===== src/sifm_params.svh =====
// constants of the servo input function mapper: register offsets, setup codes, reset values
// assumes a 32-bit apb slave with byte addresses and word-aligned registers
`ifndef SIFM_PARAMS_SVH
`define SIFM_PARAMS_SVH

`define SIFM_OFS_IN1_SET      8'h00
`define SIFM_OFS_IN6_SET      8'h14
`define SIFM_OFS_INPUT_STATE  8'h18
`define SIFM_OFS_FUNC_STATE   8'h1C
`define SIFM_OFS_DRIVE_STATUS 8'h20
`define SIFM_OFS_IRQ_STATUS   8'h24
`define SIFM_OFS_IRQ_ENABLE   8'h28
`define SIFM_OFS_IRQ_CLEAR    8'h2C

// setup codes: the odd code is active closed, the next even code is active open
`define SIFM_CODE_GENERAL     6'h00
`define SIFM_CODE_SERVO_ON    6'h01
`define SIFM_CODE_ALARM_CLR   6'h03
`define SIFM_CODE_CW_LIMIT    6'h05
`define SIFM_CODE_CCW_LIMIT   6'h07
`define SIFM_CODE_GAIN_SEL    6'h0B
`define SIFM_CODE_ESTOP       6'h0D
`define SIFM_CODE_HOMING      6'h0F
`define SIFM_CODE_TORQUE_CAP  6'h13
`define SIFM_CODE_ZERO_HOLD   6'h15
`define SIFM_CODE_VEL_CAP_SEL 6'h25
`define SIFM_CODE_HOME_SWITCH 6'h27
`define SIFM_CODE_START_PROG  6'h2D

// reset setup codes per input
`define SIFM_RST_IN1          6'h00
`define SIFM_RST_IN2          6'h00
`define SIFM_RST_IN3          6'h03
`define SIFM_RST_IN4          6'h01
`define SIFM_RST_IN5          6'h07
`define SIFM_RST_IN6          6'h05

// interrupt event bit positions
`define SIFM_EV_ALARM_SET     0
`define SIFM_EV_ALARM_CLR     1
`define SIFM_EV_ESTOP         2
`define SIFM_EV_LIMIT         3

`endif


===== src/sifm_pkg.sv =====
// types of the servo input function mapper
// assumes sifm_params.svh is compiled alongside
package sifm_pkg;

   timeunit 1ns;
   timeprecision 1ps;

   localparam int NUM_IN   = 6;
   localparam int NUM_FUNC = 12;
   localparam int NUM_EV   = 4;

   typedef logic [5:0] sifm_code_t;

   // function slots, index into the decoded function vector
   typedef enum logic [3:0]
   {
      SIFM_F_SERVO_ON    = 4'h0,
      SIFM_F_ALARM_CLR   = 4'h1,
      SIFM_F_CW_LIMIT    = 4'h2,
      SIFM_F_CCW_LIMIT   = 4'h3,
      SIFM_F_GAIN_SEL    = 4'h4,
      SIFM_F_ESTOP       = 4'h5,
      SIFM_F_HOMING      = 4'h6,
      SIFM_F_TORQUE_CAP  = 4'h7,
      SIFM_F_ZERO_HOLD   = 4'h8,
      SIFM_F_VEL_CAP_SEL = 4'h9,
      SIFM_F_HOME_SWITCH = 4'hA,
      SIFM_F_START_PROG  = 4'hB
   } sifm_func_e;

   typedef struct packed
   {
      logic [NUM_IN-1:0]        sync1;
      logic [NUM_IN-1:0]        sync2;
      sifm_code_t [NUM_IN-1:0]  code;
      logic [NUM_FUNC-1:0]      func_act;
      logic [NUM_IN-1:0]        gp_state;
      logic                     alarm;
      logic                     winding_en;
      logic                     led_green;
      logic                     led_red;
      logic [NUM_EV-1:0]        irq_status;
      logic [NUM_EV-1:0]        irq_enable;
      logic                     irq;
      logic                     pready;
      logic                     pslverr;
      logic [31:0]              prdata;
   } sifm_state_s;

endpackage


===== src/sifm_top.sv =====
// servo input function mapper: maps six discrete inputs onto drive functions, apb registers
// assumes inputs synchronous-capable levels, 1 = input circuit closed, single pclk domain
`include "sifm_params.svh"

// Overview of operation
// RULE_01 - green lamp steady while powered, no alarm and windings not enabled; the code lights it whenever no alarm is present, windings on or not
// RULE_02 - red lamp lit whenever an alarm is active
// RULE_03 - each input picks one function or general use, with selectable polarity
// RULE_04 - codes 1/2 servo enable, 3/4 alarm clear, 5/6 cw, 7/8 ccw limit
// RULE_05 - pairs 11,13,15,19,21,37,39,45 decode further functions, odd closed, even open
// RULE_06 - code 0 is general input, plain state only, no open-active variant
// RULE_07 - closed state means the input circuit is complete and current flows
// RULE_08 - open state means the circuit is broken and no current flows
// RULE_09 - six-input reset defaults: 0,0,3,1,7,5 all active closed
// RULE_10 - four-input reset defaults: 0,0,3,1 all active closed
// RULE_11 - alarm clear acts only on the open-to-closed transition, not while held
// RULE_12 - servo enable code 1 energises windings while closed, else disabled
// RULE_13 - inputs synchronised before decoding; unknown setup codes are inactive
module sifm_top
   import sifm_pkg::*;
#(
   parameter bit FOUR_INPUT = 1'b0
)
(
   input  wire logic              pclk,
   input  wire logic              presetn,
   input  wire logic              psel,
   input  wire logic              penable,
   input  wire logic              pwrite,
   input  wire logic [7:0]        paddr,
   input  wire logic [31:0]       pwdata,
   output logic                   pready,
   output logic [31:0]            prdata,
   output logic                   pslverr,
   input  wire logic [NUM_IN-1:0] input_closed,
   input  wire logic              alarm_event,
   output logic [NUM_FUNC-1:0]    func_active,
   output logic [NUM_IN-1:0]      general_input_use,
   output logic                   winding_enable,
   output logic                   led_green,
   output logic                   led_red,
   output logic                   irq
);

   timeunit 1ns;
   timeprecision 1ps;

   // the four-input variant keeps inputs 5 and 6 on general use
   localparam sifm_code_t RST_IN5 = FOUR_INPUT ? `SIFM_CODE_GENERAL : `SIFM_RST_IN5;
   localparam sifm_code_t RST_IN6 = FOUR_INPUT ? `SIFM_CODE_GENERAL : `SIFM_RST_IN6;

   localparam sifm_state_s STATE_RST = '{
      sync1      : '0,
      sync2      : '0,
      code       : {RST_IN6, RST_IN5, `SIFM_RST_IN4, `SIFM_RST_IN3,
                    `SIFM_RST_IN2, `SIFM_RST_IN1},
      func_act   : '0,
      gp_state   : '0,
      alarm      : 1'b0,
      winding_en : 1'b0,
      led_green  : 1'b1,
      led_red    : 1'b0,
      irq_status : '0,
      irq_enable : '0,
      irq        : 1'b0,
      pready     : 1'b0,
      pslverr    : 1'b0,
      prdata     : '0
   };

   sifm_state_s               state_reg;
   sifm_state_s               state_next;
   logic [NUM_FUNC-1:0]       per_in_act [NUM_IN];
   logic [NUM_IN-1:0]         per_in_gp;

   // per-input decode works on the synchronised level only
   genvar gi;
   generate
      for (gi = 0; gi < NUM_IN; gi++)
      begin : g_decode
         logic       closed_s;
         logic       active_s;
         sifm_code_t code_s;
         assign closed_s = state_reg.sync2[gi]; // see RULE_13
         assign code_s   = state_reg.code[gi];
         // odd codes assert on a closed circuit, even codes on an open one
         assign active_s = code_s[0] ? closed_s : ~closed_s; // see RULE_07 see RULE_08
         assign per_in_gp[gi] = (code_s == `SIFM_CODE_GENERAL) & closed_s; // see RULE_06

         always_comb
         begin
            per_in_act[gi] = '0;
            case (code_s) // see RULE_03 see RULE_04 see RULE_05
               `SIFM_CODE_SERVO_ON, `SIFM_CODE_SERVO_ON + 6'h01:
               begin
                  per_in_act[gi][SIFM_F_SERVO_ON] = active_s;
               end
               `SIFM_CODE_ALARM_CLR, `SIFM_CODE_ALARM_CLR + 6'h01:
               begin
                  per_in_act[gi][SIFM_F_ALARM_CLR] = active_s;
               end
               `SIFM_CODE_CW_LIMIT, `SIFM_CODE_CW_LIMIT + 6'h01:
               begin
                  per_in_act[gi][SIFM_F_CW_LIMIT] = active_s;
               end
               `SIFM_CODE_CCW_LIMIT, `SIFM_CODE_CCW_LIMIT + 6'h01:
               begin
                  per_in_act[gi][SIFM_F_CCW_LIMIT] = active_s;
               end
               `SIFM_CODE_GAIN_SEL, `SIFM_CODE_GAIN_SEL + 6'h01:
               begin
                  per_in_act[gi][SIFM_F_GAIN_SEL] = active_s;
               end
               `SIFM_CODE_ESTOP, `SIFM_CODE_ESTOP + 6'h01:
               begin
                  per_in_act[gi][SIFM_F_ESTOP] = active_s;
               end
               `SIFM_CODE_HOMING, `SIFM_CODE_HOMING + 6'h01:
               begin
                  per_in_act[gi][SIFM_F_HOMING] = active_s;
               end
               `SIFM_CODE_TORQUE_CAP, `SIFM_CODE_TORQUE_CAP + 6'h01:
               begin
                  per_in_act[gi][SIFM_F_TORQUE_CAP] = active_s;
               end
               `SIFM_CODE_ZERO_HOLD, `SIFM_CODE_ZERO_HOLD + 6'h01:
               begin
                  per_in_act[gi][SIFM_F_ZERO_HOLD] = active_s;
               end
               `SIFM_CODE_VEL_CAP_SEL, `SIFM_CODE_VEL_CAP_SEL + 6'h01:
               begin
                  per_in_act[gi][SIFM_F_VEL_CAP_SEL] = active_s;
               end
               `SIFM_CODE_HOME_SWITCH, `SIFM_CODE_HOME_SWITCH + 6'h01:
               begin
                  per_in_act[gi][SIFM_F_HOME_SWITCH] = active_s;
               end
               `SIFM_CODE_START_PROG, `SIFM_CODE_START_PROG + 6'h01:
               begin
                  per_in_act[gi][SIFM_F_START_PROG] = active_s;
               end
               // codes 9/10 and every gap in the table stay silent
               default:
               begin
                  per_in_act[gi] = '0; // see RULE_13
               end
            endcase
         end
      end
   endgenerate

   always_comb
   begin
      logic [NUM_FUNC-1:0] act;
      logic [NUM_EV-1:0]   ev;
      logic                clr_edge;
      logic                apb_acc;
      logic                wr_now;
      logic                mapped;
      logic [31:0]         rd;
      logic [7:0]          slot;
      act        = '0;
      ev         = '0;
      rd         = '0;
      mapped     = 1'b0;
      slot       = '0;
      clr_edge   = 1'b0;
      apb_acc    = 1'b0;
      wr_now     = 1'b0;
      state_next = state_reg;

      // two-stage synchroniser on the raw contacts
      state_next.sync1 = input_closed; // see RULE_13
      state_next.sync2 = state_reg.sync1;

      for (int i = 0; i < NUM_IN; i++)
      begin
         act = act | per_in_act[i];
      end
      state_next.func_act = act;
      state_next.gp_state = per_in_gp;

      // a held clear does nothing; only a fresh assertion clears the alarm
      clr_edge = act[SIFM_F_ALARM_CLR] & ~state_reg.func_act[SIFM_F_ALARM_CLR]; // see RULE_11
      // a new fault in the same cycle as a clear keeps the alarm standing
      if (alarm_event)
      begin
         state_next.alarm = 1'b1;
      end
      else if (clr_edge)
      begin
         state_next.alarm = 1'b0;
      end
      ev[`SIFM_EV_ALARM_SET] = alarm_event & ~state_reg.alarm;
      ev[`SIFM_EV_ALARM_CLR] = clr_edge & state_reg.alarm & ~alarm_event;
      ev[`SIFM_EV_ESTOP]     = act[SIFM_F_ESTOP] & ~state_reg.func_act[SIFM_F_ESTOP];
      ev[`SIFM_EV_LIMIT]     = (act[SIFM_F_CW_LIMIT] & ~state_reg.func_act[SIFM_F_CW_LIMIT])
                             | (act[SIFM_F_CCW_LIMIT] & ~state_reg.func_act[SIFM_F_CCW_LIMIT]);

      // windings follow the servo-enable function, dropped by alarm or emergency stop
      state_next.winding_en = act[SIFM_F_SERVO_ON] & ~state_next.alarm
                            & ~act[SIFM_F_ESTOP]; // see RULE_12
      state_next.led_red    = state_next.alarm; // see RULE_02
      // green stays lit whenever no alarm is present, enabled or not
      state_next.led_green  = ~state_next.alarm; // see RULE_01

      // apb: answer one cycle into the access phase, write lands on the pready edge
      apb_acc = psel & penable;
      wr_now  = apb_acc & state_reg.pready & pwrite;
      slot    = paddr;
      if (paddr[1:0] == 2'b00)
      begin
         if (slot <= `SIFM_OFS_IN6_SET)
         begin
            mapped = 1'b1;
            rd     = {26'h0000000, state_reg.code[slot[4:2]]};
         end
         else
         begin
            mapped = 1'b1;
            case (slot)
               `SIFM_OFS_INPUT_STATE:
               begin
                  rd = {26'h0, state_reg.sync2};
               end
               `SIFM_OFS_FUNC_STATE:
               begin
                  rd = {20'h0, state_reg.func_act};
               end
               `SIFM_OFS_DRIVE_STATUS:
               begin
                  rd = {30'h0, state_reg.winding_en, state_reg.alarm};
               end
               `SIFM_OFS_IRQ_STATUS:
               begin
                  rd = {28'h0, state_reg.irq_status};
               end
               `SIFM_OFS_IRQ_ENABLE:
               begin
                  rd = {28'h0, state_reg.irq_enable};
               end
               // the clear register is write-only, so software never sees stale clears
               `SIFM_OFS_IRQ_CLEAR:
               begin
                  rd = '0;
               end
               default:
               begin
                  mapped = 1'b0;
               end
            endcase
         end
      end

      state_next.pready  = apb_acc & ~state_reg.pready;
      state_next.prdata  = (apb_acc & ~state_reg.pready & ~pwrite & mapped) ? rd : '0;
      state_next.pslverr = apb_acc & ~state_reg.pready & ~mapped;

      state_next.irq_status = state_reg.irq_status;
      if (wr_now & mapped)
      begin
         if (slot <= `SIFM_OFS_IN6_SET)
         begin
            // absent inputs of the small variant stay on general use
            if (!(FOUR_INPUT && slot[4:2] >= 3'h4))
            begin
               state_next.code[slot[4:2]] = pwdata[5:0]; // see RULE_03
            end
         end
         else if (slot == `SIFM_OFS_IRQ_ENABLE)
         begin
            state_next.irq_enable = pwdata[NUM_EV-1:0];
         end
         else if (slot == `SIFM_OFS_IRQ_CLEAR)
         begin
            state_next.irq_status = state_reg.irq_status & ~pwdata[NUM_EV-1:0];
         end
      end
      // a fresh event beats a clear written in the same cycle
      state_next.irq_status = state_next.irq_status | ev;
      state_next.irq = |(state_next.irq_status & state_next.irq_enable);
   end

   always_ff @(posedge pclk or negedge presetn)
   begin
      if (!presetn)
      begin
         state_reg <= STATE_RST; // see RULE_09 see RULE_10
      end
      else
      begin
         state_reg <= state_next;
      end
   end

   assign pready            = state_reg.pready;
   assign prdata            = state_reg.prdata;
   assign pslverr           = state_reg.pslverr;
   assign func_active       = state_reg.func_act;
   assign general_input_use = state_reg.gp_state;
   assign winding_enable    = state_reg.winding_en;
   assign led_green         = state_reg.led_green;
   assign led_red           = state_reg.led_red;
   assign irq               = state_reg.irq;

endmodule // sifm_top

===== config.mk =====
export PLATFORM = sky130hd
export DESIGN_NAME = sifm_top
export DESIGN_NICKNAME = d
export VERILOG_FILES = /design/src/sifm_pkg.sv /design/src/sifm_top.sv
export VERILOG_INCLUDE_DIRS = /design/src
export SDC_FILE = /design/constraint.sdc
export NUM_CORES = 1
export LEC_CHECK = 0
export BUFFER_PORTS_ARGS = -buffer_cell sky130_fd_sc_hd__buf_4
export CORE_ASPECT_RATIO = 1.2
export CORE_MARGIN = 2
export CORE_UTILIZATION = 58
export CTS_BUF_LIST = sky130_fd_sc_hd__clkbuf_4
export DETAILED_ROUTE_END_ITERATION = 10
export PLACE_DENSITY = 0.83
export SETUP_SLACK_MARGIN = 0.5
export SLEW_MARGIN = 10
export SYNTH_ARGS = -nofsm -noshare
export SYNTH_HDL_FRONTEND = slang
export SYNTH_SLANG_ARGS = --single-unit

===== constraint.sdc =====
create_clock -name pclk -period 4.1 [get_ports pclk]
set_input_delay 0 -clock pclk [delete_from_list [all_inputs] [get_ports pclk]]
set_output_delay 0 -clock pclk [all_outputs]
set_load 0.05 [all_outputs]

==> results.sh <==
export IMPL_tns_ps=0
export IMPL_synth_area_um2=5400
export IMPL_ys_async_sr_fraction=1.00
export IMPL_maxSlewHeadroom=0.379
export IMPL_grt_util_all_layers=0.318
export IMPL_grt_setup_unrepaired="false"
export IMPL_cts_buffers=9
export IMPL_yosys_warnings=0
export IMPL_wirelength_um=15600
export IMPL_root_buffer="clkbuf_4"
export IMPL_setup_violations=0
export IMPL_reg2reg_from="g_decode[1].code_s[1]"
export IMPL_fin_crit_ps=2850
export IMPL_num_antenna_cells=0
export IMPL_yosysUniqueCellTypes=66
export IMPL_clkTransAtPathRegs_ps=130
export IMPL_postCtsSetupRepairBufs=0
export IMPL_vias=4330
export IMPL_die_area_um2=10100
export IMPL_hold_viol_final=0
export IMPL_grt_start_max_net_pins=53
export IMPL_arrival_ps=3260
export IMPL_cp_end_kind="flip-flop"
export IMPL_synth_ff_type="dfrtp_1"
export IMPL_fmax_mhz=351
export IMPL_clock_sinks=92
export IMPL_synth_edff_count=0
export IMPL_rows=38
export IMPL_synth_top_area_cell="dfrtp_1"
export IMPL_core_area_um2=9030
export IMPL_maxCapViolCount=0
export IMPL_grt_pass1_wl_um=23300
export IMPL_area_growth_pct=11.4
export IMPL_die_h_um=110
export IMPL_path_class="in2reg"
export IMPL_design_area_um2=6020
export IMPL_post_place_ws_ps=1690
export IMPL_synth_cells=545
export IMPL_wl_per_cell_um=21.9
export IMPL_r2r_end="prdata[1]"
export IMPL_portBuffers=61
export IMPL_crit_start="paddr[4]"
export IMPL_initial_core_util=0.598
export IMPL_period_share=0.695
export IMPL_pwr_density_cell_nw_per_um2=278
export IMPL_ys_top_cells_by_area="dfrtp_1 (38%), buf_4 (6.9%), mux2_2 (6.5%)"
export IMPL_first_pass_iters=5
export IMPL_drive_gt1_frac=0.236
export IMPL_finClkSkew_ps=10.1
export IMPL_overflow=0
export IMPL_synth_common_cells="dfrtp_1 (83), buf_4 (50), nor2_1 (49)"
export IMPL_final_nets=639
export IMPL_cp_start_kind="input pin"
export IMPL_slew_violations=0
export IMPL_antenna_found_initial=0
export IMPL_critical_path_peak_fanout=15
export IMPL_ys_ff_latch=92
export IMPL_syn_area_per_cell_um2=9.91
export IMPL_crit_required_ps=4510
export IMPL_fin_ws_ps=1250
export IMPL_r2r_slack_ps=1470
export IMPL_cts_buffer_depth=2
export IMPL_die_x_um=92.1
export IMPL_via_per_inst=6.08
export IMPL_ios=108
export IMPL_htreeDepth=3
export IMPL_synth_yosys_seq_area_share=0.428
export IMPL_grt_pass1_vias=4091
export IMPL_largest_reg_flops=36
export IMPL_drtIter0Drc=383
export IMPL_status="completed"
export IMPL_p_leak_nw=2.74
export IMPL_yosysMostFrequentCell="dfrtp_1"
export IMPL_max_vdd_ir_drop_mv=0.178
export IMPL_drc_errors=0
export IMPL_clkLatencyLatePin_ps=460
export IMPL_place_area_um2=5600
export IMPL_cts_tree="done"
export IMPL_hold_slack_ps=34.5
export IMPL_worst_pin_slew_ps=908
export IMPL_place_congestion=1.02
export IMPL_ant_nets=0
export IMPL_r2r_cells=7
export IMPL_hp_class="in2async"
export IMPL_dpl_hpwl_um=11700
export IMPL_synth_top_area_frac=0.385
-- cell type report --
cell class / instances / area [µm²]
multi-input cells: 373 / 2580
well taps: 120 / 150
clock buffers: 12 / 90.1
inverters: 24 / 90.1
flip-flops and latches: 92 / 2310
fillers: 719 / 3020
clock inverters: 4 / 73.8
repair buffers: 87 / 716
-- power by group --
group          internal, mW  switching [mW]
clock network         0.268           0.298
registers             0.919         0.00945
logic                0.0517           0.128
-- worst max-delay path by stage --
stage	to	slack, ps	depth (start not counted)
after global placement	irq	1700	6
after floorplan	winding_enable	1980	6
after CTS	prdata[1]	1390	8
after detailed placement	irq	1690	6
final	prdata[1]	1250	8
after global routing	prdata[1]	1190	8
-- cell families (layout without fill, tap and decap cells) --
kind of cell,Yosys count,after routing,share of synthesized area
simple gates,199,199,0.201
flops,92,92,0.428
xor+xnor,15,15,0.0243
compound gates,87,87,0.116
mux,52,52,0.123
other cells,1,20,0.000694
buf+inv,99,127,0.107
-- cells in the final DEF (no fill, tap or decap), types with 12 or more instances in the layout --
cell,netlist,layout
a21oi_1,14,14
buf_4,50,62
clkbuf_4,0,12
conb_1,1,20
dfrtp_1,83,83
dlygate4sd3_1,0,25
inv_1,24,24
mux2_2,31,31
nand2_1,37,37
nor2_1,49,49
nor3_1,15,15
o21ai_0,13,13
-- per-stage QoR --
stage / cells / power (mW) / utilization
2_1_floorplan: 564 / 1.06 / -
3_3_place_gp: 671 / 1.10 / 0.620
3_5_place_dp: 671 / 1.11 / 0.620
4_1_cts: 712 / 1.68 / 0.666
5_1_grt: 712 / 1.74 / 0.666
6_report: 712 / 1.67 / 0.666
-- timing repair --
| action | 4_1_cts | 5_1_grt |
|---|---|---|
| resized for setup | 0 | 0 |
| hold buffers | 25 | 0 |
| hold endpoints to repair | 98 | 0 |
-- layer usage --
metal	GRT usage	part of all wire	wire [µm]	up-vias
li1	-	-	-	1972
met1	0.417	0.41	6440	2105
met5	0	0	0	-
met2	0.539	0.49	7610	224
met3	0.0404	0.067	1050	29
met4	0.135	0.033	519	0
-- worst max-delay path, cell delays in order --
cell and delay (ps):
dlygate4sd3_1 540, buf_4 200, a2111oi_4 430, dlygate4sd3_1 690, nand2_1 70, dlygate4sd3_1 550
a21oi_1 180, dlygate4sd3_1 590
No activity file was read; power rests on OpenSTA's default activity.
